==> src/adcc_pkg.sv <==
// Package for the converter input select and conversion control block.
// Assumes a single 10 MHz system clock and byte-addressed 32-bit Avalon-MM access.
package adcc_pkg;

    // Register byte offsets
    localparam logic [7:0] ADCC_OFS_CTRL0 = 8'h00;
    localparam logic [7:0] ADCC_OFS_CTRL1 = 8'h04;
    localparam logic [7:0] ADCC_OFS_RES_HI = 8'h08;
    localparam logic [7:0] ADCC_OFS_RES_LO = 8'h0C;
    localparam logic [7:0] ADCC_OFS_IRQ = 8'h10;
    localparam logic [7:0] ADCC_OFS_PIN_ANA = 8'h14;
    localparam logic [7:0] ADCC_OFS_PIN_DIR = 8'h18;
    localparam logic [7:0] ADCC_OFS_PIN_PULL = 8'h1C;

    // Control register 0 fields
    localparam int ADCC_C0_START = 7;
    localparam int ADCC_C0_BUSY = 6;
    localparam int ADCC_C0_PWR = 5;
    localparam int ADCC_C0_CH_LSB = 0;
    // Control register 1 fields
    localparam int ADCC_C1_SRC_LSB = 5;
    localparam int ADCC_C1_VREF_LSB = 3;
    localparam int ADCC_C1_DIV_LSB = 0;
    // Interrupt register fields
    localparam int ADCC_IRQ_FLAG = 0;
    localparam int ADCC_IRQ_EN = 1;

    // Reset values
    localparam logic [7:0] ADCC_RST_BYTE = 8'h00;
    localparam logic [31:0] ADCC_RST_WORD = 32'h0000_0000;

    // Input source select codes
    localparam logic [2:0] ADCC_SRC_EXT0 = 3'h0;
    localparam logic [2:0] ADCC_SRC_BANDGAP = 3'h1;
    localparam logic [2:0] ADCC_SRC_GND_LO = 3'h2;
    localparam logic [2:0] ADCC_SRC_GND_HI = 3'h4;

    // Conversion timing in converter clock cycles, then result width, channel count and divider width
    localparam logic [3:0] ADCC_SAMPLE_CYCLES = 4'h4;
    localparam logic [3:0] ADCC_CONV_CYCLES = 4'hC;
    localparam int ADCC_RES_W = 12;
    localparam int ADCC_CHANNELS = 8;
    localparam int ADCC_DIV_W = 7;

    typedef enum logic [1:0] {
        ADCC_ST_IDLE,
        ADCC_ST_ARMED,
        ADCC_ST_SAMPLE,
        ADCC_ST_CONVERT
    } adcc_state_type;

    typedef struct packed {
        logic power_en;
        logic [3:0] channel_sel;
        logic [2:0] input_source_sel;
        logic [1:0] vref_sel;
        logic [2:0] conv_clock_div_sel;
        logic int_en;
    } adcc_cfg_type;

    typedef struct packed {
        logic [ADCC_CHANNELS-1:0] analog_sel;
        logic [ADCC_CHANNELS-1:0] dir_out;
        logic [ADCC_CHANNELS-1:0] pull_en;
    } adcc_pin_type;

    typedef struct packed {
        logic [ADCC_CHANNELS-1:0] ch_switch;
        logic bandgap_switch;
        logic gnd_switch;
    } adcc_route_type;

endpackage : adcc_pkg

==> src/adcc_top.sv <==
// Converter input select and conversion control: registers, pin override,
// input routing, clock divider and conversion sequencer.
// Assumes Avalon-MM master on clk; analog core presents its result at end of conversion.
//
// Behaviour
// - A pin selected as analog input loses its digital function.
// - Pull-high resistor is dropped while the pin is an analog input.
// - Analog selection overrides the port direction setting.
// - Source codes 000 and 101-111 convert the channel-selected external input.
// - Channel codes 0000-0111 route analog channels 0 to 7.
// - Channel code 1xxx with external source connects nothing; input floats.
// - Source 001 with channel 1xxx connects the bandgap voltage.
// - Source codes 010-100 tie the converter input to ground.
// - Conversion starts only after start bit goes low, high, low.
// - Busy flag sets once a conversion is initiated.
// - Busy flag clears at completion for polling.
// - Completion sets interrupt flag; interrupt raised only when enabled.
// - Converter clock is system clock divided by two to the select value.
// - Power enable must be high to power the converter.
// - Conversion is four sampling plus twelve converting clocks, busy throughout.
// - Twelve-bit result readable from high and low registers after busy clears.
`timescale 1ns/1ps
`default_nettype none

module adcc_top
    import adcc_pkg::*;
(
    // Clock and reset
    input wire logic clk,
    input wire logic reset_n,
    // Avalon-MM slave
    input wire logic [7:0] avs_address,
    input wire logic avs_read,
    input wire logic avs_write,
    input wire logic [31:0] avs_writedata,
    input wire logic [3:0] avs_byteenable,
    output logic [31:0] avs_readdata,
    output logic avs_waitrequest,
    // Pin function control
    output logic [ADCC_CHANNELS-1:0] pin_analog_en,
    output logic [ADCC_CHANNELS-1:0] pin_digital_en,
    output logic [ADCC_CHANNELS-1:0] pin_out_en,
    output logic [ADCC_CHANNELS-1:0] pin_pull_en,
    // Analog core
    output logic adc_power_en,
    output logic [ADCC_CHANNELS-1:0] adc_ch_switch,
    output logic adc_bandgap_switch,
    output logic adc_gnd_switch,
    output logic [1:0] adc_vref_sel,
    output logic adc_clk_tick,
    output logic adc_core_reset,
    output logic adc_sampling,
    output logic adc_converting,
    input wire logic [ADCC_RES_W-1:0] adc_result,
    // Interrupt request
    output logic adc_irq
);

    // Source decoding used by the input routing logic
    function automatic logic src_is_external(input logic [2:0] src);
        return (src == ADCC_SRC_EXT0) || (src > ADCC_SRC_GND_HI);
    endfunction

    function automatic logic src_is_ground(input logic [2:0] src);
        return (src >= ADCC_SRC_GND_LO) && (src <= ADCC_SRC_GND_HI);
    endfunction

    // Bus and register state
    adcc_cfg_type cfg_q, cfg_d;
    adcc_pin_type pin_q, pin_d;
    logic start_q, start_d;
    logic irq_flag_q, irq_flag_d;
    logic ack_q, ack_d;
    // Own flop so waitrequest is high straight out of reset
    logic wait_q;
    logic [31:0] rdata_q, rdata_d;

    // Sequencer state
    adcc_state_type state_q, state_d;
    logic [3:0] tick_cnt_q, tick_cnt_d;
    logic [ADCC_DIV_W-1:0] div_cnt_q, div_cnt_d;
    logic [ADCC_RES_W-1:0] result_q, result_d;
    logic done;
    logic tick;
    logic busy;

    // Registered outputs
    adcc_route_type route_q, route_d;
    logic [ADCC_CHANNELS-1:0] ana_q, dig_q, oe_q, pull_q;
    logic tick_q, core_rst_q, samp_q, conv_q, irq_q;

    logic wr_en, rd_en, wr_lane0;
    logic [ADCC_DIV_W-1:0] div_mask;

    assign busy = (state_q == ADCC_ST_SAMPLE) || (state_q == ADCC_ST_CONVERT);

    // Bus: one wait state, then a single accepted cycle
    always_comb begin
        ack_d = (avs_read || avs_write) && !ack_q;
        wr_en = avs_write && ack_d;
        rd_en = avs_read && ack_d;
        wr_lane0 = wr_en && avs_byteenable[0];
    end

    // Software-written registers and the start bit
    always_comb begin
        cfg_d = cfg_q;
        pin_d = pin_q;
        start_d = start_q;
        irq_flag_d = irq_flag_q;
        if (wr_lane0) begin
            unique case (avs_address)
                ADCC_OFS_CTRL0: begin
                    start_d = avs_writedata[ADCC_C0_START];
                    cfg_d.power_en = avs_writedata[ADCC_C0_PWR];
                    cfg_d.channel_sel = avs_writedata[ADCC_C0_CH_LSB +: 4];
                end
                ADCC_OFS_CTRL1: begin
                    cfg_d.input_source_sel = avs_writedata[ADCC_C1_SRC_LSB +: 3];
                    cfg_d.vref_sel = avs_writedata[ADCC_C1_VREF_LSB +: 2];
                    cfg_d.conv_clock_div_sel = avs_writedata[ADCC_C1_DIV_LSB +: 3];
                end
                ADCC_OFS_IRQ: begin
                    cfg_d.int_en = avs_writedata[ADCC_IRQ_EN];
                    if (avs_writedata[ADCC_IRQ_FLAG]) begin
                        irq_flag_d = 1'b0;
                    end
                end
                ADCC_OFS_PIN_ANA: pin_d.analog_sel = avs_writedata[ADCC_CHANNELS-1:0];
                ADCC_OFS_PIN_DIR: pin_d.dir_out = avs_writedata[ADCC_CHANNELS-1:0];
                ADCC_OFS_PIN_PULL: pin_d.pull_en = avs_writedata[ADCC_CHANNELS-1:0];
                default: begin
                end
            endcase
        end
        // Completion wins over a same-cycle clear
        if (done) begin
            irq_flag_d = 1'b1;
        end
    end

    // Read mux; unmapped offsets read as zero
    always_comb begin
        rdata_d = rdata_q;
        if (rd_en) begin
            rdata_d = ADCC_RST_WORD;
            unique case (avs_address)
                ADCC_OFS_CTRL0: begin
                    rdata_d[ADCC_C0_START] = start_q;
                    rdata_d[ADCC_C0_BUSY] = busy;
                    rdata_d[ADCC_C0_PWR] = cfg_q.power_en;
                    rdata_d[ADCC_C0_CH_LSB +: 4] = cfg_q.channel_sel;
                end
                ADCC_OFS_CTRL1: begin
                    rdata_d[ADCC_C1_SRC_LSB +: 3] = cfg_q.input_source_sel;
                    rdata_d[ADCC_C1_VREF_LSB +: 2] = cfg_q.vref_sel;
                    rdata_d[ADCC_C1_DIV_LSB +: 3] = cfg_q.conv_clock_div_sel;
                end
                ADCC_OFS_RES_HI: rdata_d[3:0] = result_q[ADCC_RES_W-1:8];
                ADCC_OFS_RES_LO: rdata_d[7:0] = result_q[7:0];
                ADCC_OFS_IRQ: begin
                    rdata_d[ADCC_IRQ_FLAG] = irq_flag_q;
                    rdata_d[ADCC_IRQ_EN] = cfg_q.int_en;
                end
                ADCC_OFS_PIN_ANA: rdata_d[ADCC_CHANNELS-1:0] = pin_q.analog_sel;
                ADCC_OFS_PIN_DIR: rdata_d[ADCC_CHANNELS-1:0] = pin_q.dir_out;
                ADCC_OFS_PIN_PULL: rdata_d[ADCC_CHANNELS-1:0] = pin_q.pull_en;
                default: begin
                end
            endcase
        end
    end

    always_ff @(posedge clk or negedge reset_n) begin
        if (!reset_n) begin
            cfg_q <= '0;
            pin_q <= '0;
            start_q <= 1'b0;
            irq_flag_q <= 1'b0;
            ack_q <= 1'b0;
            wait_q <= 1'b1;
            rdata_q <= ADCC_RST_WORD;
        end else begin
            cfg_q <= cfg_d;
            pin_q <= pin_d;
            start_q <= start_d;
            irq_flag_q <= irq_flag_d;
            ack_q <= ack_d;
            wait_q <= !ack_d;
            rdata_q <= rdata_d;
        end
    end

    // Converter clock: one-cycle tick every 2**sel system clocks
    always_comb begin
        div_mask = ADCC_DIV_W'((8'h01 << cfg_q.conv_clock_div_sel) - 8'h01);
        div_cnt_d = cfg_q.power_en ? div_cnt_q + 1'b1 : '0;
        tick = cfg_q.power_en && ((div_cnt_q & div_mask) == div_mask);
    end

    // Sequencer: rise of start arms and resets, fall launches
    always_comb begin
        state_d = state_q;
        tick_cnt_d = tick_cnt_q;
        result_d = result_q;
        done = 1'b0;
        unique case (state_q)
            ADCC_ST_IDLE: begin
                if (start_d && !start_q) begin
                    state_d = ADCC_ST_ARMED;
                end
            end
            ADCC_ST_ARMED: begin
                if (!start_d) begin
                    state_d = ADCC_ST_SAMPLE;
                    tick_cnt_d = '0;
                end
            end
            ADCC_ST_SAMPLE: begin
                if (tick) begin
                    tick_cnt_d = tick_cnt_q + 1'b1;
                    if (tick_cnt_q == ADCC_SAMPLE_CYCLES - 4'h1) begin
                        state_d = ADCC_ST_CONVERT;
                        tick_cnt_d = '0;
                    end
                end
            end
            ADCC_ST_CONVERT: begin
                if (tick) begin
                    tick_cnt_d = tick_cnt_q + 1'b1;
                    if (tick_cnt_q == ADCC_CONV_CYCLES - 4'h1) begin
                        state_d = ADCC_ST_IDLE;
                        result_d = adc_result;
                        done = 1'b1;
                    end
                end
            end
        endcase
        // A new start rise mid-conversion restarts the sequence
        if (busy && start_d && !start_q) begin
            state_d = ADCC_ST_ARMED;
        end
        // Power removal aborts without completion
        if (!cfg_q.power_en) begin
            state_d = ADCC_ST_IDLE;
            done = 1'b0;
            result_d = result_q;
        end
    end

    always_ff @(posedge clk or negedge reset_n) begin
        if (!reset_n) begin
            state_q <= ADCC_ST_IDLE;
            tick_cnt_q <= '0;
            div_cnt_q <= '0;
            result_q <= '0;
        end else begin
            state_q <= state_d;
            tick_cnt_q <= tick_cnt_d;
            div_cnt_q <= div_cnt_d;
            result_q <= result_d;
        end
    end

    // Routing and pin override; switches open when unpowered to avoid shorts
    always_comb begin
        route_d = '0;
        if (cfg_q.power_en) begin
            if (src_is_external(cfg_q.input_source_sel) && !cfg_q.channel_sel[3]) begin
                route_d.ch_switch[cfg_q.channel_sel[2:0]] = 1'b1;
            end
            route_d.bandgap_switch = (cfg_q.input_source_sel == ADCC_SRC_BANDGAP)
                && cfg_q.channel_sel[3];
            route_d.gnd_switch = src_is_ground(cfg_q.input_source_sel);
        end
        // Channel code 1xxx with an external source leaves every switch open
        if (src_is_external(cfg_q.input_source_sel) && cfg_q.channel_sel[3]) begin
            route_d.ch_switch = '0;
        end
    end

    always_ff @(posedge clk or negedge reset_n) begin
        if (!reset_n) begin
            route_q <= '0;
            ana_q <= '0;
            dig_q <= '0;
            oe_q <= '0;
            pull_q <= '0;
            tick_q <= 1'b0;
            core_rst_q <= 1'b0;
            samp_q <= 1'b0;
            conv_q <= 1'b0;
            irq_q <= 1'b0;
        end else begin
            route_q <= route_d;
            ana_q <= pin_d.analog_sel;
            dig_q <= ~pin_d.analog_sel;
            oe_q <= pin_d.dir_out & ~pin_d.analog_sel;
            pull_q <= pin_d.pull_en & ~pin_d.analog_sel;
            tick_q <= tick;
            core_rst_q <= (state_d == ADCC_ST_ARMED);
            samp_q <= (state_d == ADCC_ST_SAMPLE);
            conv_q <= (state_d == ADCC_ST_CONVERT);
            irq_q <= irq_flag_d && cfg_d.int_en;
        end
    end

    assign avs_readdata = rdata_q;
    assign avs_waitrequest = wait_q;
    assign pin_analog_en = ana_q;
    assign pin_digital_en = dig_q;
    assign pin_out_en = oe_q;
    assign pin_pull_en = pull_q;
    assign adc_power_en = cfg_q.power_en;
    assign adc_ch_switch = route_q.ch_switch;
    assign adc_bandgap_switch = route_q.bandgap_switch;
    assign adc_gnd_switch = route_q.gnd_switch;
    assign adc_vref_sel = cfg_q.vref_sel;
    assign adc_clk_tick = tick_q;
    assign adc_core_reset = core_rst_q;
    assign adc_sampling = samp_q;
    assign adc_converting = conv_q;
    assign adc_irq = irq_q;

endmodule // adcc_top

`default_nettype wire

==> config.mk <==
export PLATFORM = sky130hd
export DESIGN_NAME = adcc_top
export DESIGN_NICKNAME = d
export VERILOG_FILES = /design/src/adcc_pkg.sv /design/src/adcc_top.sv
export SDC_FILE = /design/constraint.sdc
export NUM_CORES = 1
export LEC_CHECK = 0
export ABC_AREA = 1
export CAP_MARGIN = 10
export CORE_MARGIN = 4
export CORE_UTILIZATION = 35
export CTS_CLUSTER_DIAMETER = 60
export CTS_CLUSTER_SIZE = 20
export DETAILED_ROUTE_END_ITERATION = 6
export DONT_BUFFER_PORTS = 1
export PLACE_DENSITY = 0.52
export SKIP_LAST_GASP = 1
export SLEW_MARGIN = 40
export SYNTH_ARGS = -nofsm -noshare
export SYNTH_HDL_FRONTEND = slang
export SYNTH_SLANG_ARGS = --single-unit
==> constraint.sdc <==
create_clock -name clk -period 2.4 [get_ports clk]
set_clock_uncertainty 0.15 [all_clocks]
set_input_delay 0 -clock clk [delete_from_list [all_inputs] [get_ports clk]]
set_output_delay 0 -clock clk [all_outputs]
set_load 0.03 [all_outputs]
# --- After elaboration in Yosys (flattened, before gate mapping) ---
# Cells that the tools add are included.
op_classes:
  bitwise: 4
  order_cmp: 5
  multipliers: 0
  n_addsub: 3
  shift: 1
  div: 0
  reduce_logical: 29
  n_eq_ne: 20
  n_mux: 40
op_table:
  columns: ["operator", "n"]
  rows:
  - ["$mux 8", 5]
  - ["$eq 8x5->1 const B", 4]
  - ["$mux 24", 1]
  - ["$pmux 3 s6", 1]
  - ["$and 8x8->8", 2]
  - ["$eq 8x4->1 const B", 2]
  - ["$mux 2", 8]
  - ["$mux 4", 4]
  - ["$pmux 2 s8", 1]
  - ["$logic_and 1x1->1", 14]
  - ["$pmux 2 s7", 1]
  - ["$mux 1", 13]
  - ["$pmux 4 s3", 1]
  - ["$mux 10", 1]
  - ["$eq 2x2->1 const B", 4]
  - ["$eq 8x3->1 const B", 1]
  - ["$logic_not 8->1", 1]
  - ["$not 8->8", 1]
  - ["$pmux 2 s4", 1]
  - ["$reduce_and 4->1", 2]
  - ["$add 7x1->7 const B", 1]
  - ["$and 7x7->7", 1]
  - ["$eq 7x7->1", 1]
  - ["$mux 7", 1]
  - ["other kinds (21)", 30]
word_totals:
  memories: 0
  out_inout_bits: 83
  romBits: 0
  input_bits: 60
  mem_bits_rw: 0
  wordCells: 131
  regBits: 114
  latchBits: 0

# --- Longest topological paths before layout ---
depth:
  ltp_word: 11
  mapped_depth: 15
  mapped_depth_nobuf: 15

# --- Worst setup path after synthesis ---
# Ideal clock, no wire load.
synth_timing:
  kind: "flip-flop to flip-flop"
  start: "register cfg_q[2] (netlist bit)"
  end: "register irq_q, in the netlist adc_irq"
  period_less_slack_ps: 2029
  t_required_ps: 2120
  arrival_time_ps: 1748
  stages_incl_launch_ff: 12
  path_buffers: 1
  setup_time_ps: 130
  slack_ps: 371
  cell_sequence: "dfrtp_1 > nor2_2 > nand2_1 > ha_1 > or2_2 > nand4_1 > nor2_2 > nand2_2 > inv_2 > nand3_4 > buf_6 > a21oi_2"
synth_between:
  elab_chain_cells: 10
synth_lines:
  columns: ["element", "line", "rtl"]
  rows:
  - ["start: declaration", "adcc_top.sv:69", "adcc_cfg_type cfg_q, cfg_d;"]
  - ["start signal: assignment", "adcc_top.sv:184", "cfg_q <= cfg_d;"]
  - ["$shl 1x3->7 (*)", "adcc_top.sv:196", "div_mask = ADCC_DIV_W'((8'h01 << cfg_q.conv_clock_div_sel) - 8'h01);"]
  - ["$sub 7x1->7 (*)", "adcc_top.sv:196", null]
  - ["$and 7x7->7", "adcc_top.sv:198", "tick = cfg_q.power_en && ((div_cnt_q & div_mask) == div_mask);"]
  - ["$eq 7x7->1 (*)", "adcc_top.sv:198", null]
  - ["$logic_and 1x1->1 (*)", "adcc_top.sv:198", null]
  - ["named net tick", "adcc_top.sv:84", "logic tick;"]
  - ["$mux 1 (*)", "adcc_top.sv:229", "if (tick) begin"]
  - ["$mux 1 (*)", "adcc_top.sv:207", "unique case (state_q)"]
  - ["$mux 1 (*)", "adcc_top.sv:244", "if (!cfg_q.power_en) begin"]
  - ["$mux 1 (*)", "adcc_top.sv:137", "if (done) begin"]
  - ["$logic_and 1x1->1 (*)", "adcc_top.sv:304", "irq_q <= irq_flag_d && cfg_d.int_en;"]
  - ["end signal: assignment", "adcc_top.sv:304", null]
  - ["end: declaration", "adcc_top.sv:90", "logic tick_q, core_rst_q, samp_q, conv_q, irq_q;"]
# Mark *: on every way through the listed nets, which the timed path passes. The rest lies on a longest branch.
# A chain may end at the register's enable or synchronous reset.

# --- Final worst setup path ---
layout_timing:
  start: "register ack_q"
  end: "register oe_q[0], in the netlist pin_out_en[0]"
layout_between:
  elab_chain_cells: 7
layout_lines:
  columns: ["element", "line", "rtl"]
  rows:
  - ["start: declaration", "adcc_top.sv:73", "logic ack_q, ack_d;"]
  - ["start signal: assignment", "adcc_top.sv:188", "ack_q <= ack_d;"]
  - ["$logic_not 1->1 (*)", "adcc_top.sv:99", "ack_d = (avs_read || avs_write) && !ack_q;"]
  - ["$logic_and 1x1->1 (*)", "adcc_top.sv:99", null]
  - ["$logic_and 1x1->1 (*)", "adcc_top.sv:100", "wr_en = avs_write && ack_d;"]
  - ["$logic_and 1x1->1 (*)", "adcc_top.sv:102", "wr_lane0 = wr_en && avs_byteenable[0];"]
  - ["$mux 24 (*)", "adcc_top.sv:111", "if (wr_lane0) begin"]
  - ["$not 8->8", "adcc_top.sv:298", "oe_q <= pin_d.dir_out & ~pin_d.analog_sel;"]
  - ["$and 8x8->8 (*)", "adcc_top.sv:298", null]
  - ["end signal: assignment", "adcc_top.sv:298", null]
  - ["end: declaration", "adcc_top.sv:89", "logic [ADCC_CHANNELS-1:0] ana_q, dig_q, oe_q, pull_q;"]
# Mark *: on every way between the ends. The rest lies on a longest branch, timed or not.

==> results.py <==
metrics = {
    "synth": {
        "synth_cell_types": 39,
        "async_reset_ff_share_pct": 100,
        "syn_inst": 596,
        "yosysTopAreaCell": "dfrtp_1",
        "synth_top_cells_by_count": "dfrtp_1 (113), nand2_1 (99), inv_1 (91), nor2_1 (37), buf_4 (34)",
        "synth.most_common_cell": "dfrtp_1",
        "synthFlopType": "dfrtp_1",
        "avgSynthCellArea_um2": 9.08,
        "yosys-top-cells-area": "dfrtp_1 (52%), nand2_1 (6.9%), inv_1 (6.3%)",
        "ys_ff_latch": 114,
        "synth_enable_flop_cells": 0,
        "yosys_warnings": 0,
        "netlist_area_um2": 5410,
        "synth.top_cell.area_share_pct": 52.2,
        "synth_seq_area_share_pct": 52.7,
    },
    "global_routing": {
        "grt_max_degree": 115,
        "grt_pass1_vias": 3980,
        "track_usage_pct": 15.6,
        "grt_first_pass_wirelength_um": 21200,
        "grt_overflow": 0,
        "antenna_found_initial": 0,
    },
    "setup_path": {
        "crit_path_max_fanout": 17,
        "startpoint_type": "register",
        "cp_data_arrival_time_ps": 2390,
        "slowest_stage": "dlygate4sd3_1",
        "crit_buf_inv": 3,
        "crit_path_end_kind": "register",
        "critPathMaxStageDelay_ps": 700,
        "cp_common_cell": "inv_1",
        "cp.required_ps": 2570,
        "cp_cell_sequence": "inv_1 > nand3_2 > dlygate4sd3_1 > nor2_8 > or2_2 > inv_1 > a211oi_1",
        "crit_family": "buffers and inverters",
        "path_class": "reg2reg",
    },
    "sta": {
        "min_period_ps": 2220,
        "hold_viol": 114,
        "max-slew-margin-rel_pct": 50.6,
        "max_freq_ghz": 0.450,
        "setup_tns_ps": 0,
        "hold_ws_ps": -868,
        "period_share_pct": 92.6,
        "setup_viol": 0,
        "drv_slew": 0,
        "rsz0062_at_grt": "false",
        "worst_slew_pin_slew_ps": 739,
    },
    "finish": {
        "utilization_pct": 41.7,
        "nNetsFinal": 695,
        "drive_gt1_share_pct": 14.9,
        "diodes": 0,
        "synthToLayoutAreaGrowth_pct": 17.2,
        "design_area_um2": 6340,
    },
    "clocking": {
        "numCtsBuffers": 17,
        "clock_latency_ps": 410,
        "cts_tree": "done",
        "cts.htree.levels": 4,
        "cts_buffer_depth": 2,
        "hold_buffers": 28,
        "cts-root-buf": "clkbuf_16",
        "clock-sinks": 114,
        "clkTransAtPathRegs_ps": 50,
    },
    "detailed_routing": {
        "dr.first_iter.drc_count": 195,
        "postRouteAntennaNets": 0,
        "vias_per_cell": 4.76,
        "route.detailed.drc": 0,
        "vias": 3937,
        "totalWireLength_um": 13700,
        "wl_per_cell_um": 16.6,
        "dr.pass1.iters": 4,
    },
    "die": {
        "die-area_um2": 17500,
        "die_h_um": 132,
        "initial_utilization_pct": 35.6,
        "rows": 45,
        "core_um2": 15200,
        "die_width_um": 132,
        "ios": 143,
    },
    "run_status": {
        "violations": "hold timing",
        "status": "finished, violations left",
    },
    "placement": {
        "placed_cell_area_um2": 5420,
        "portBuffers": 0,
        "gp_congestion": 0.831,
        "dp_hpwl_um": 9370,
    },
    "power": {
        "ir_drop_mv": 0.467,
        "total_power_uw": 4760,
        "cellPowerDensity_nw_per_um2": 750,
        "leakage_uw": 0.00307,
    },
    "run": {
        "max_cap_violations": 0,
    },
    "hold_path": {
        "worstHoldPathType": "in2async",
    },
}
## where the power goes
group	switching (µW)	internal (µW)	total (µW)
clock	827	1670	2490
sequential	70.8	1970	2040
combinational	156	72.3	228
## registers in the layout, summed over array words and instances, names as in the netlist, 7 cells and up
name / cells
adc_ch_switch: 8
avs_readdata: 8
cfg_q: 11
div_cnt_q: 7
pin_analog_en: 8
pin_digital_en: 8
pin_out_en: 8
pin_pull_en: 8
pin_q: 16
result_q: 12
## cell type report
type / instances / area, µm²
Timing Repair Buffer: 32 / 323
Tap cell: 188 / 235
Clock buffer: 24 / 472
Sequential cell: 114 / 2860
Clock inverter: 6 / 105
Multi-Input combinational cell: 364 / 1980
Fill cell: 1486 / 8860
Inverter: 99 / 374
## worst paths after layout
check,cells past startpoint,to,slack [ps],from
hold reg to reg,1,adc_bandgap_switch$_DFF_PN0_,340,cfg_q[8]$_DFFE_PN0P_
min in group clk,5,pin_q[10]$_DFF_PN0_,10,avs_address[3]
setup reg to reg,7,pin_out_en[0]$_DFF_PN0_,180,ack_q$_DFF_PN0_
hold / removal,0,adc_ch_switch[0]$_DFF_PN0_,-870,reset_n
max in group asynchronous,0,avs_waitrequest$_DFF_PN1_,2690,reset_n
setup / recovery,7,pin_out_en[0]$_DFF_PN0_,180,ack_q$_DFF_PN0_
## per-stage QoR
| stage | setup slack (ps) | hold slack (ps) | instances |
|---|---|---|---|
| global placement | 123 | -442 | 764 |
| finish | 178 | -868 | 827 |
| detailed placement | 54.6 | -443 | 764 |
| CTS | 35.6 | -880 | 822 |
| global route | 6.49 | -886 | 827 |
| floorplan | 371 | -446 | 619 |
## layer usage
metal | vias up | GRT usage [%] | share of wire, %
li1 | 1909 | - | -
met1 | 1891 | 18.9 | 42
met2 | 109 | 24.9 | 48
met3 | 28 | 4.81 | 6.1
met4 | 0 | 8.49 | 3.5
met5 | - | 0 | 0
## layout by cell type, fill, tap and decap left out, types with 3 or more instances in the layout
| cell | synthesis | routed |
|---|---|---|
| nor2_1 | 37 | 37 |
| nor2_2 | 4 | 4 |
| o21ai_1 | 12 | 12 |
| clkbuf_1 | 4 | 5 |
| nand3_2 | 3 | 5 |
| dlygate4sd3_1 | 0 | 28 |
| and2_1 | 14 | 14 |
| inv_2 | 8 | 7 |
| nand2_1 | 99 | 99 |
| a21oi_2 | 6 | 6 |
| nand2_2 | 5 | 5 |
| clkinv_2 | 0 | 3 |
| nand3_1 | 27 | 27 |
| nor3_1 | 11 | 11 |
| clkbuf_16 | 0 | 17 |
| a21oi_1 | 20 | 20 |
| buf_4 | 34 | 3 |
| ha_1 | 7 | 7 |
| conb_1 | 1 | 24 |
| o21ai_0 | 29 | 29 |
| inv_1 | 91 | 91 |
| o22ai_1 | 15 | 15 |
| o21ai_2 | 21 | 21 |
| dfrtp_1 | 113 | 112 |
| a211oi_1 | 3 | 3 |
| bufinv_16 | 0 | 3 |
| nor2_4 | 3 | 3 |
| nand4_1 | 4 | 4 |
| or2_2 | 4 | 4 |
## repair_timing
| action | CTS | global route |
|---|---|---|
| hold endpoints to repair | 206 | 114 |
| setup buffers | 0 | 2 |
| endpoints found under the setup margin | 0 | 17 |
| resized for setup | 0 | 3 |
## cell families after synthesis
kind of cell	count (synthesis)	synth area share, %
AND/OR/NAND/NOR	218	19.5
buffers and inverters	144	13.0
flip-flops	114	52.7
AO/OA/AOI/OAI	109	12.6
adder cells (fa/ha/maj)	7	1.62
XOR/XNOR	2	0.324
other	1	0.0693
multiplexers	1	0.208
Power figures use the tool's default switching activity.
